File: src/pkg/scp_map.vh
// Constants for the serial control port: config register layout,
// instruction word fields, byte-count codes and the fixed bus address.
// Assumes it is included by bare name from the design files.
`ifndef SCP_MAP_VH
`define SCP_MAP_VH

// Config register kept inside the port logic
`define SCP_CFG_ADDR      13'h0000
`define SCP_CFG_RESET     8'h00
`define SCP_CFG_LSB_BIT   6
`define SCP_CFG_UNI_BIT   7

// Instruction word layout
`define SCP_INSTR_BITS    16
`define SCP_INSTR_RW_BIT  15
`define SCP_INSTR_CNT_HI  14
`define SCP_INSTR_CNT_LO  13
`define SCP_INSTR_ADR_HI  12

// Byte-count field codes
`define SCP_CNT_ONE       2'h0
`define SCP_CNT_TWO       2'h1
`define SCP_CNT_THREE     2'h2
`define SCP_CNT_STREAM    2'h3

// Upper five bits of the 7-bit bus address
`define SCP_BUS_ADDR_HI   5'h1B

`endif

File: src/verilog/scp_spi_port.v
// Serial control port slave: 16-bit instruction, counted or streamed
// payload, counted runs stall on byte boundaries, internal config register.
// Assumes the register map answers a read in the cycle its strobe is
// high and that all pins are asynchronous to ref_clk_in.
//
// Summary of operation
// - Select pin chooses SPI or I2C port.
// - Bus address is 11011 plus two straps.
// - Sample on SCLK rise, launch on fall.
// - Bidirectional uses SDIO; unidirectional uses SERIAL_DATA_OUTPUT.
// - Reset gives bidirectional, MSB-first mode.
// - Chip select high tristates SDIO and SERIAL_DATA_OUTPUT.
// - Chip select falling in idle starts a new instruction.
// - Short transfers may stall on byte boundaries.
// - Short aborted frame returns machine to idle.
// - Mid-byte deselect flushes data, resets machine.
// - Streaming runs until chip select rises.
// - Count code 00/01/10 bytes, 11 streams.
// - First 16 rising edges carry instruction.
// - Instruction is direction, count, 13-bit address.
// - Writes go to buffer registers, not active.
// - Stall after full bytes; final byte ends.
// - Writes never skip reserved or unused addresses.
// - Only the 16-bit instruction form exists.
// - Reads shift out N times 8 bits.
// - Readback walks every address in turn.
// - Readback from buffer or active registers.
// - Config register 0x00 lives in port.
// - Config bit 6 selects LSB-first next operation.
// - MSB-first decrements address, LSB-first increments.
`timescale 1ns/1ps
`include "scp_map.vh"

module scp_spi_port #(
  parameter ADDR_W = 13,                        // Register address width
  parameter DATA_W = 8                          // Register data width
) (
  input  wire              ref_clk_in,          // System clock, 40 MHz
  input  wire              rst_n_in,            // Synchronous reset, active low
  input  wire              interface_select_pin_in, // High selects I2C port
  input  wire              addr_strap_upper_in, // Bus address bit 1 strap
  input  wire              addr_strap_lower_in, // Bus address bit 0 strap
  input  wire              sclk_in,             // Serial clock from host
  input  wire              cs_n_in,             // Chip select, active low
  input  wire              sdio_in,             // SDIO pin level
  output wire              sdio_out,            // SDIO drive value
  output wire              sdio_oe_out,         // SDIO drive enable
  output wire              serial_data_output_out,    // SERIAL_DATA_OUTPUT drive value
  output wire              serial_data_output_oe_out, // SERIAL_DATA_OUTPUT drive enable
  output wire [ADDR_W-1:0] reg_addr_out,        // Register map address
  output wire [DATA_W-1:0] reg_wdata_out,       // Buffer write data
  output wire              reg_wr_out,          // Buffer write strobe
  output wire              reg_rd_out,          // Read strobe
  input  wire [DATA_W-1:0] reg_rdata_in,        // Read data, same cycle
  input  wire              readback_active_in,  // Read active not buffer
  output wire              reg_rd_active_out,   // Source for this read
  output wire              cfg_lsb_first_out,   // Config LSB-first bit
  output wire              cfg_unidir_out,      // Config unidirectional bit
  output wire              spi_mode_out,        // SPI port selected
  output wire [6:0]        i2c_addr_out,        // Bus slave address
  output wire              busy_out             // Frame in progress
);

  ////////////////////////////////////////////////////////////////////
  // States, one-hot
  localparam [4:0] ST_IDLE  = 5'h01;
  localparam [4:0] ST_INSTR = 5'h02;
  localparam [4:0] ST_WDATA = 5'h04;
  localparam [4:0] ST_RDATA = 5'h08;
  localparam [4:0] ST_DONE  = 5'h10;
  localparam [ADDR_W-1:0] ADDR_ONE = {{(ADDR_W-1){1'b0}}, 1'b1};
  ////////////////////////////////////////////////////////////////////
  // Next address in a multibyte run
  function [ADDR_W-1:0] step_addr;
    input [ADDR_W-1:0] addr;
    input              lsb;
    begin
      if (lsb)
        step_addr = addr + ADDR_ONE;
      else
        step_addr = addr - ADDR_ONE;
    end
  endfunction
  // Byte just completed in the shift register
  function [7:0] byte_of;
    input [15:0] sh;
    input        lsb;
    begin
      if (lsb)
        byte_of = sh[15:8];
      else
        byte_of = sh[7:0];
    end
  endfunction

  ////////////////////////////////////////////////////////////////////
  // Pin synchronisers
  wire [5:0] pins_s;
  scp_sync #(
    .WIDTH   (6),
    .RST_VAL (6'h02)
  ) u_sync (
    .ref_clk_in (ref_clk_in),
    .rst_n_in   (rst_n_in),
    .async_in   ({addr_strap_lower_in, addr_strap_upper_in,
                  interface_select_pin_in, sdio_in, cs_n_in, sclk_in}),
    .sync_out   (pins_s)
  );

  wire sclk_s   = pins_s[0];
  wire cs_n_s   = pins_s[1];
  wire sdio_s   = pins_s[2];
  wire sel_s    = pins_s[3];
  wire upper_s  = pins_s[4];
  wire lower_s  = pins_s[5];
  ////////////////////////////////////////////////////////////////////
  // Registers
  reg [4:0]        state_q;
  reg              sclk_prev_q;
  reg              cs_prev_q;
  reg [3:0]        cnt_q;
  reg [15:0]       sh_q;
  reg [ADDR_W-1:0] addr_q;
  reg [1:0]        left_q;
  reg              stream_q;
  reg              lsb_act_q;
  reg              uni_act_q;
  reg [7:0]        cfg_q;
  reg [7:0]        tx_q;
  reg              ld_pend_q;
  reg              sdio_q;
  reg              sdio_oe_q;
  reg              sdo_q;
  reg              sdo_oe_q;
  reg [ADDR_W-1:0] reg_addr_q;
  reg [DATA_W-1:0] reg_wdata_q;
  reg              reg_wr_q;
  reg              reg_rd_q;
  reg              rd_active_q;
  reg              spi_mode_q;
  reg [6:0]        i2c_addr_q;
  reg              busy_q;
  ////////////////////////////////////////////////////////////////////
  // Edge detection on synchronised pins
  wire sclk_rise = sclk_s & ~sclk_prev_q;
  wire sclk_fall = ~sclk_s & sclk_prev_q;
  wire cs_rise   = cs_n_s & ~cs_prev_q;
  wire cs_fall   = ~cs_n_s & cs_prev_q;
  // Shift register with the next serial bit inserted
  wire [15:0] sh_nxt = lsb_act_q ? {sdio_s, sh_q[15:1]}
                                 : {sh_q[14:0], sdio_s};
  wire [7:0]  rx_byte  = byte_of(sh_nxt, lsb_act_q);
  wire        byte_end = (cnt_q[2:0] == 3'h7);
  wire        mid_byte = (cnt_q[2:0] != 3'h0);
  wire [ADDR_W-1:0] addr_nxt = step_addr(addr_q, lsb_act_q);
  // Instruction fields, same layout in either bit order
  wire              ins_rw   = sh_nxt[`SCP_INSTR_RW_BIT];
  wire [1:0]        ins_cnt  = sh_nxt[`SCP_INSTR_CNT_HI:`SCP_INSTR_CNT_LO];
  wire [ADDR_W-1:0] ins_addr = sh_nxt[ADDR_W-1:0];

  ////////////////////////////////////////////////////////////////////
  // Serial state machine, port mode, shifting and register access
  always @(posedge ref_clk_in)
  begin
    if (!rst_n_in)
    begin
      state_q     <= ST_IDLE;
      sclk_prev_q <= 1'b0;
      cs_prev_q   <= 1'b1;
      cnt_q       <= 4'h0;
      sh_q        <= 16'h0000;
      addr_q      <= {ADDR_W{1'b0}};
      left_q      <= 2'h0;
      stream_q    <= 1'b0;
      lsb_act_q   <= 1'b0;
      uni_act_q   <= 1'b0;
      cfg_q       <= `SCP_CFG_RESET;
      tx_q        <= 8'h00;
      ld_pend_q   <= 1'b0;
      sdio_q      <= 1'b0;
      sdio_oe_q   <= 1'b0;
      sdo_q       <= 1'b0;
      sdo_oe_q    <= 1'b0;
      reg_addr_q  <= {ADDR_W{1'b0}};
      reg_wdata_q <= {DATA_W{1'b0}};
      reg_wr_q    <= 1'b0;
      reg_rd_q    <= 1'b0;
      rd_active_q <= 1'b0;
      busy_q      <= 1'b0;
      spi_mode_q  <= 1'b1;
      i2c_addr_q  <= 7'h00;
    end
    else
    begin
      sclk_prev_q <= sclk_s;
      cs_prev_q   <= cs_n_s;
      reg_wr_q    <= 1'b0;
      reg_rd_q    <= 1'b0;
      ld_pend_q   <= 1'b0;
      busy_q      <= (state_q != ST_IDLE);
      spi_mode_q  <= ~sel_s;
      i2c_addr_q  <= {`SCP_BUS_ADDR_HI, upper_s, lower_s};
      // Load the byte to send once its read answer is present
      if (ld_pend_q)
        tx_q <= (reg_addr_q == `SCP_CFG_ADDR) ? cfg_q : reg_rdata_in[7:0];

      if (!spi_mode_q)
      begin
        // Other port owns the pins
        state_q   <= ST_IDLE;
        sdio_oe_q <= 1'b0;
        sdo_oe_q  <= 1'b0;
      end
      else if (cs_n_s)
      begin
        // Deselected: pins released
        sdio_oe_q <= 1'b0;
        sdo_oe_q  <= 1'b0;
        if (cs_rise)
        begin
          case (state_q)
            ST_INSTR, ST_WDATA, ST_RDATA:
            begin
              if (mid_byte)
              begin
                // Partial byte discarded, machine reset
                state_q <= ST_IDLE;
                cnt_q   <= 4'h0;
                sh_q    <= 16'h0000;
              end
              else if (stream_q && (state_q != ST_INSTR))
                state_q <= ST_IDLE;
              // Otherwise stalled on a byte boundary, state held
            end
            ST_DONE:
              state_q <= ST_IDLE;
            default:
              state_q <= state_q;
          endcase
        end
      end
      else
      begin
        // Selected: drive the output pin chosen by mode
        sdo_oe_q  <= uni_act_q;
        sdio_oe_q <= ~uni_act_q && (state_q == ST_RDATA);

        if (cs_fall && (state_q == ST_IDLE))
        begin
          // New instruction; mode bits take effect here
          state_q   <= ST_INSTR;
          cnt_q     <= 4'h0;
          sh_q      <= 16'h0000;
          stream_q  <= 1'b0;
          lsb_act_q <= cfg_q[`SCP_CFG_LSB_BIT];
          uni_act_q <= cfg_q[`SCP_CFG_UNI_BIT];
        end
        else if (sclk_rise)
        begin
          cnt_q <= cnt_q + 4'h1;
          sh_q  <= sh_nxt;
          case (state_q)
            ST_INSTR:
            begin
              // Sixteen edges make the only instruction form
              if (cnt_q == 4'hF)
              begin
                addr_q   <= ins_addr;
                stream_q <= (ins_cnt == `SCP_CNT_STREAM);
                left_q   <= ins_cnt;
                if (ins_rw)
                begin
                  state_q     <= ST_RDATA;
                  reg_addr_q  <= ins_addr;
                  reg_rd_q    <= (ins_addr != `SCP_CFG_ADDR);
                  rd_active_q <= readback_active_in;
                  ld_pend_q   <= 1'b1;
                end
                else
                  state_q <= ST_WDATA;
              end
            end
            ST_WDATA:
            begin
              if (byte_end)
              begin
                if (addr_q == `SCP_CFG_ADDR)
                begin
                  // Port config, kept out of the register map
                  cfg_q <= rx_byte & ((8'h01 << `SCP_CFG_LSB_BIT) |
                                      (8'h01 << `SCP_CFG_UNI_BIT));
                end
                else
                begin
                  reg_addr_q  <= addr_q;
                  reg_wdata_q <= rx_byte[DATA_W-1:0];
                  reg_wr_q    <= 1'b1;
                end
                addr_q <= addr_nxt;
                if (!stream_q)
                begin
                  if (left_q == 2'h0)
                    state_q <= ST_DONE;
                  else
                    left_q <= left_q - 2'h1;
                end
              end
            end
            ST_RDATA:
            begin
              if (byte_end)
              begin
                if (!stream_q && (left_q == 2'h0))
                  state_q <= ST_DONE;
                else
                begin
                  if (!stream_q)
                    left_q <= left_q - 2'h1;
                  // Fetch next address, none skipped
                  addr_q      <= addr_nxt;
                  reg_addr_q  <= addr_nxt;
                  reg_rd_q    <= (addr_nxt != `SCP_CFG_ADDR);
                  rd_active_q <= readback_active_in;
                  ld_pend_q   <= 1'b1;
                end
              end
            end
            default:
              state_q <= state_q;
          endcase
        end
        else if (sclk_fall && (state_q == ST_RDATA))
        begin
          // Launch next read bit on the falling edge, order per mode
          sdio_q <= lsb_act_q ? tx_q[0] : tx_q[7];
          sdo_q  <= lsb_act_q ? tx_q[0] : tx_q[7];
          tx_q   <= lsb_act_q ? {1'b0, tx_q[7:1]} : {tx_q[6:0], 1'b0};
        end
      end
    end
  end

  ////////////////////////////////////////////////////////////////////
  // Outputs, all from flops
  assign sdio_out                  = sdio_q;
  assign sdio_oe_out               = sdio_oe_q;
  assign serial_data_output_out    = sdo_q;
  assign serial_data_output_oe_out = sdo_oe_q;
  assign reg_addr_out              = reg_addr_q;
  assign reg_wdata_out             = reg_wdata_q;
  assign reg_wr_out                = reg_wr_q;
  assign reg_rd_out                = reg_rd_q;
  assign reg_rd_active_out         = rd_active_q;
  assign cfg_lsb_first_out         = cfg_q[`SCP_CFG_LSB_BIT];
  assign cfg_unidir_out            = cfg_q[`SCP_CFG_UNI_BIT];
  assign spi_mode_out              = spi_mode_q;
  assign i2c_addr_out              = i2c_addr_q;
  assign busy_out                  = busy_q;

endmodule // scp_spi_port

File: src/verilog/scp_sync.v
// Two-flop synchroniser for a group of asynchronous inputs.
// Assumes every bit is a level from outside the ref clock domain.
`timescale 1ns/1ps

module scp_sync #(
  parameter       WIDTH   = 1,
  parameter [WIDTH-1:0] RST_VAL = {WIDTH{1'b0}}
) (
  input  wire             ref_clk_in,  // Sampling clock
  input  wire             rst_n_in,    // Synchronous reset, active low
  input  wire [WIDTH-1:0] async_in,    // Asynchronous levels
  output wire [WIDTH-1:0] sync_out     // Synchronised levels
);

  reg [WIDTH-1:0] stage1_q;
  reg [WIDTH-1:0] stage2_q;

  ////////////////////////////////////////////////////////////////////
  // First stage feeds only the second stage
  always @(posedge ref_clk_in)
  begin
    if (!rst_n_in)
    begin
      stage1_q <= RST_VAL;
      stage2_q <= RST_VAL;
    end
    else
    begin
      stage1_q <= async_in;
      stage2_q <= stage1_q;
    end
  end

  assign sync_out = stage2_q;

endmodule // scp_sync

File: config.mk
export PLATFORM = sky130hd
export DESIGN_NAME = scp_spi_port
export DESIGN_NICKNAME = d
export VERILOG_FILES = /design/src/verilog/scp_spi_port.v /design/src/verilog/scp_sync.v
export VERILOG_INCLUDE_DIRS = /design/src /design/src/pkg
export SDC_FILE = /design/constraint.sdc
export NUM_CORES = 1
export LEC_CHECK = 0
export ABC_CLOCK_PERIOD_IN_PS = 4100
export BUFFER_PORTS_ARGS = -buffer_cell sky130_fd_sc_hd__buf_2
export CORE_ASPECT_RATIO = 0.7
export CORE_MARGIN = 3
export CORE_UTILIZATION = 51
export CTS_BUF_LIST = sky130_fd_sc_hd__clkbuf_8 sky130_fd_sc_hd__clkbuf_16
export DETAILED_ROUTE_END_ITERATION = 16
export GPL_ROUTABILITY_DRIVEN = 0
export GPL_TIMING_DRIVEN = 0
export MAX_ROUTING_LAYER = met4
export PLACE_DENSITY = 0.79
export SYNTH_ARGS = -nofsm -noshare
export SYNTH_HDL_FRONTEND = slang
export SYNTH_SLANG_ARGS = --single-unit
File: constraint.sdc
create_clock -name ref_clk_in -period 4.1 [get_ports ref_clk_in]
set_input_delay 0.82 -clock ref_clk_in [delete_from_list [all_inputs] [get_ports ref_clk_in]]
set_output_delay 0.82 -clock ref_clk_in [all_outputs]
set_load 0.02 [all_outputs]
# After elaboration in Yosys (flattened, before gate mapping)
# Index checks and enable logic that the tools add are counted.
# totals
register_bits	104
latchBits	0
ramBits	0
romBits	0
inputBits	17
out_inout_bits	39
word_cells	191
n_memories	0
# op_classes
n_addsub	4
mul	0
n_div	0
n_lt_le_gt_ge	0
n_eq_ne	30
shift	0
muxes	78
bitwise_logic	17
reduce_logical	35
# ops
cell	count
2-to-1 mux 13 bit	9
2-to-1 mux 16 bit	7
case mux 13 bit (3 select lines)	2
2-to-1 mux 8 bit	9
2-to-1 mux 5 bit	12
2-to-1 mux 4 bit	7
zero test 13 bit	2
nonzero test 13 bit	2
inequality test 2 bit, second input constant	12
inequality test 4 x 3 -> 1 bit, second input constant	6
AND reduction 11 bit	2
2-to-1 mux 1 bit	18
AND reduction 9 bit	2
case mux 5 bit (3 select lines)	1
AND reduction 5 bit	3
2-to-1 mux 2 bit	7
AND reduction 7 bit	2
adder 13 x 1 -> 13 bit, second input constant	1
inverter 1 bit	13
subtractor 13 x 1 -> 13 bit, second input constant	1
AND reduction 12 bit	1
case mux 5 bit (2 select lines)	1
nonzero test 3 bit	3
nonzero test 2 bit	4
27 further kinds	37

# Depth between registers and ports, before layout
# depth
depth_word	8
mapped_depth	12
mapped_depth_nobuf	9

# Modules after synthesis
# A second synthesis with hierarchy kept.
# unflattened
hier_cells	636
hier_area_um2	5277.6
# modules_own_cells
mod	n_inst	cells_each	area_per_inst_um2	seq_area_each_um2
scp_spi_port	1	611	4943.5	1761.7
scp_sync	1	25	334.1	240.2

# Worst setup path before layout
# OpenSTA, ideal clock, no wires.
# synth_timing
path_type	reg-to-reg
startpoint	register lsb_act_q
endpoint	register reg_rd_q, in the netlist reg_rd_out
setup_time_ns	0.081
arrival_time_ns	2.995
required_ns	4.019
setup_slack_ns	1.024
path_stages_with_launch	11
path_buffers	2
period_less_slack_ns	3.076
cell_sequence	dfxtp_1 > clkbuf_1 > clkinv_1 > ha_1 > clkbuf_1 > a21o_1 > a31o_2 > o311a_1 > a221oi_1 > and4b_1 > a41oi_1
# synth_via
elab_chain_cells	5
word_cells_on_any_way	9
classes_between	mux: 7; reduce/logical: 2
# synth_lines
item	line_no	source
start: declaration	scp_spi_port.v:126	reg lsb_act_q;
start signal: assignment	scp_spi_port.v:255	lsb_act_q <= cfg_q[`SCP_CFG_LSB_BIT];
2-to-1 mux 13 bit or 2-to-1 mux 16 bit (tied branches)	scp_spi_port.v:78, scp_spi_port.v:150	
nonzero test 13 bit (no source line)	-	
2-to-1 mux 1 bit (on tied branches)	scp_spi_port.v:313, scp_spi_port.v:271	
2-to-1 mux 1 bit (on tied branches)	scp_spi_port.v:311, scp_spi_port.v:266	
case mux 1 bit (2 select lines) (*)	scp_spi_port.v:262	case (state_q)
end signal: assignment	scp_spi_port.v:275	reg_rd_q <= (ins_addr != `SCP_CFG_ADDR);
end signal: assignment	scp_spi_port.v:322	reg_rd_q <= (addr_nxt != `SCP_CFG_ADDR);
end: declaration	scp_spi_port.v:138	reg reg_rd_q;
# Mark *: on every way between the ends. The rest lies on a longest branch, timed or not.
# A chain may end at the register's enable or synchronous reset.

# Worst setup path in the final report
# layout_timing
startpoint	register lsb_act_q
endpoint	register reg_addr_q[12], in the netlist reg_addr_out[12]
# layout_via
elab_chain_cells	4
word_cells_on_any_way	9
classes_between	eq/ne: 1; mux: 7; reduce/logical: 1
# layout_lines
item	line_no	source
2-to-1 mux 13 bit or 2-to-1 mux 16 bit (tied branches)	scp_spi_port.v:78, scp_spi_port.v:150	
2-to-1 mux 13 bit (on tied branches)	scp_spi_port.v:313, scp_spi_port.v:271	
2-to-1 mux 13 bit (on tied branches)	scp_spi_port.v:311, scp_spi_port.v:266	
case mux 13 bit (3 select lines)	scp_spi_port.v:262	
end signal: assignment	scp_spi_port.v:274	reg_addr_q <= ins_addr;
end signal: assignment	scp_spi_port.v:295	reg_addr_q <= addr_q;
end signal: assignment	scp_spi_port.v:321	reg_addr_q <= addr_nxt;
end: declaration	scp_spi_port.v:135	reg [ADDR_W-1:0] reg_addr_q;
# Parallel ways exist; a longest one is shown, timed or not. The select of a mux whose other input is x is not followed.

==> results.json <==
{
  "status": "finished clean",
  "drt-met1-wl_microns": 7320,
  "synth_edf_count": 0,
  "via_per_inst": 6.29,
  "finalSetupViolations": 0,
  "cts_tree": "done",
  "grt_use_total": 0.264,
  "ys_seq_area_frac": 0.378,
  "period_minus_slack_ns": 3.84,
  "chipHeight_microns": 91.3,
  "htree_levels": 3,
  "rows": 30,
  "critPathCaptureType": "flip-flop",
  "finalSetupTns_ns": 0,
  "numCtsBuffers": 9,
  "cts_root_buf": "clkbuf_16",
  "slew_viol_final": 0,
  "required_ns": 4.30,
  "worstSetupPathType": "flip-flop to flip-flop",
  "path_max_fanout": 19,
  "num_io_pins": 56,
  "yosys_register_bits": 100,
  "nNetsFinal": 721,
  "grt_pass1_vias": 4668,
  "fin_area_sq_mm": 0.00604,
  "hp-class": "flip-flop to flip-flop",
  "final.period_utilization": 0.937,
  "peakVddDrop_mv": 0.262,
  "port_buffers": 54,
  "dr.pass1.iters": 5,
  "layout-drive-gt1-share": 0.156,
  "wirelength_microns": 15300,
  "fin_util": 0.610,
  "grt_overflow_total": 0,
  "fin_skew_ns": 0.0103,
  "clk_latency_ns": 0.35,
  "crit_family": "compound AO/OA/AOI/OAI gates",
  "synth.avg_cell_area_sq_um": 8.52,
  "arrival_ns": 4.04,
  "synth.distinct_cells": 62,
  "post_dp_cell_area_sq_mm": 0.00573,
  "r2r_slack_ns": 0.26,
  "post-route-drc-count": 0,
  "yosys.area.top_type_share": 0.378,
  "start_util": 0.535,
  "finalHoldViolCount": 0,
  "cts_hold_buf": 0,
  "synth.top_cells.by_count": "dfxtp_1, nor2_1, nand2_1, a211oi_1, mux2i_1",
  "path_cells": "clkbuf_1 > clkinvlp_4 > ha_1 > clkbuf_1 > a21o_1 > a21o_1 > o2111a_1 > a211oi_1 > nor2_1 > a211oi_1 > a211oi_2",
  "maxCapViolations": 0,
  "yosysTopAreaCell": "dfxtp_1",
  "routed.top_layer": "met4",
  "timing.critical_path.slowest_cell_delay_ns": 0.54,
  "fmax_ghz": 0.260,
  "synth_async_sr_flop_share": 0,
  "detail_route.wl_per_cell_microns": 18.7,
  "timing.final.ws_setup_ns": 0.258,
  "relSlewSlack": 0.320,
  "worstMarginPinSlew_ns": 1.02,
  "ys.flop_type": "dfxtp_1",
  "dp_hpwl_microns": 11400,
  "yosys-top-cells-area": "dfxtp_1, nor2_1, mux2i_1",
  "power_leakage_nw": 2.33,
  "antenna_found_initial": 0,
  "wl_met2_microns": 6090,
  "yosysMostFrequentCell": "dfxtp_1",
  "cts.sinks": 100,
  "ys.warnings.count": 0,
  "syn2layout_area_growth_pct": 14.0,
  "syn-num-nets": 656,
  "critical_path.slowest_cell": "clkinvlp_4",
  "syn_area_sq_mm": 0.00530,
  "grt_max_degree": 20,
  "core_area_sq_mm": 0.00991,
  "dieWidth_microns": 128,
  "ant_nets": 0,
  "p_per_area_mw_per_mm2": 330,
  "n_fill_cell": 848,
  "grt_pass1_wl_microns": 24100,
  "drtIter0Drc": 541,
  "wl_met3_microns": 1710,
  "vias": 5153,
  "die-area_sq_mm": 0.0117,
  "path_buf_inv": 3,
  "rsz0062_at_grt": "false",
  "start_kind": "flip-flop",
  "antenna_cells": 0,
  "clk_pin_slew_ns": 0.07,
  "synthCells": 622,
  "cts_buffer_depth": 2,
  "place_ws_ns": 0.223
}
[layout make-up]
class / instances / area [sq um] / share of cell area
Clock buffer: 9 / 225 / 0.0373
Clock inverter: 6 / 82.6 / 0.0137
Tap cell: 128 / 160 / 0.0265
Sequential cell: 100 / 2000 / 0.331
Multi-Input combinational cell: 457 / 2990 / 0.494
Timing Repair Buffer: 54 / 270 / 0.0447
Buffer: 45 / 235 / 0.0389
Inverter: 20 / 78.8 / 0.0130
[power by group]
group / total, mW / switching [mW] / internal (mW) / leakage (nW)
Combinational: 0.110 / 0.0721 / 0.0382 / 1.37
Clock: 0.883 / 0.356 / 0.527 / 0.150
Sequential: 0.998 / 0.0119 / 0.986 / 0.810
Total: 1.99 / 0.440 / 1.55 / 2.33
[kinds of logic (layout without fill, tap and decap cells)]
| family | count (synthesis) | in the layout | synth area share |
|---|---|---|---|
| AND/OR/NAND/NOR | 227 | 227 | 0.207 |
| AO/OA/AOI/OAI | 171 | 171 | 0.239 |
| flip-flops | 100 | 100 | 0.378 |
| buffers and inverters | 65 | 134 | 0.0586 |
| multiplexers | 30 | 30 | 0.0567 |
| adder cells (fa/ha/maj) | 17 | 17 | 0.0416 |
| XOR/XNOR | 11 | 11 | 0.0182 |
| other | 1 | 1 | 0.000708 |
[through the flow]
stage                     std cells  hold slack (ns)  power, mW
after detailed placement        804            0.367       1.12
after global placement          804            0.361       1.12
final                           819            0.391       1.99
after floorplan                 622            0.352       1.09
after CTS                       819            0.391       1.99
after global routing            819            0.408       2.05
[final timing paths]
check                           startpoint                       endpoint  cells after the start
min          u_sync.sync_out[3]$_SDFF_PN0_        spi_mode_out$_SDFF_PN1_                      1
min reg2reg  u_sync.sync_out[3]$_SDFF_PN0_        spi_mode_out$_SDFF_PN1_                      1
max reg2reg         lsb_act_q$_SDFFE_PN0P_  reg_addr_out[12]$_SDFFE_PN0P_                     11
max                 lsb_act_q$_SDFFE_PN0P_  reg_addr_out[12]$_SDFFE_PN0P_                     11
[per-layer routing]
| layer | vias to the layer above | global-route usage |
|---|---|---|
| met3 | 24 | 0.0717 |
| met5 | - | - |
| met4 | 0 | 0.0486 |
| met1 | 2453 | 0.398 |
| li1 | 2385 | - |
| met2 | 291 | 0.354 |
[placed cells by master, fill, tap and decap left out, types with 11 or more instances in the layout]
cell type  count
dfxtp_1      100
a221oi_1      14
mux2i_1       30
ha_1          16
and2_1        15
nor2_1        92
buf_4         11
clkbuf_1      20
buf_2         61
o21ai_0       26
nand3_1       11
inv_1         21
a211oi_1      33
nand2_1       42
a21oi_1       29
[state kept, by name, summed over array words and instances, names as in the netlist, 4 cells and up]
register and flops:
addr_q 13, cnt_q 4, reg_addr_out 13, reg_wdata_out 8, sh_q 16, state_q 5, tx_q 8, u_sync.stage1_q 6
u_sync.sync_out 6
[timing repair]
action	in CTS	in global routing
buffers inserted	0	0
endpoints found under the setup margin	0	3
resized for setup	0	1
hold endpoints to repair	0	0
Power figures use the tool's default switching activity.
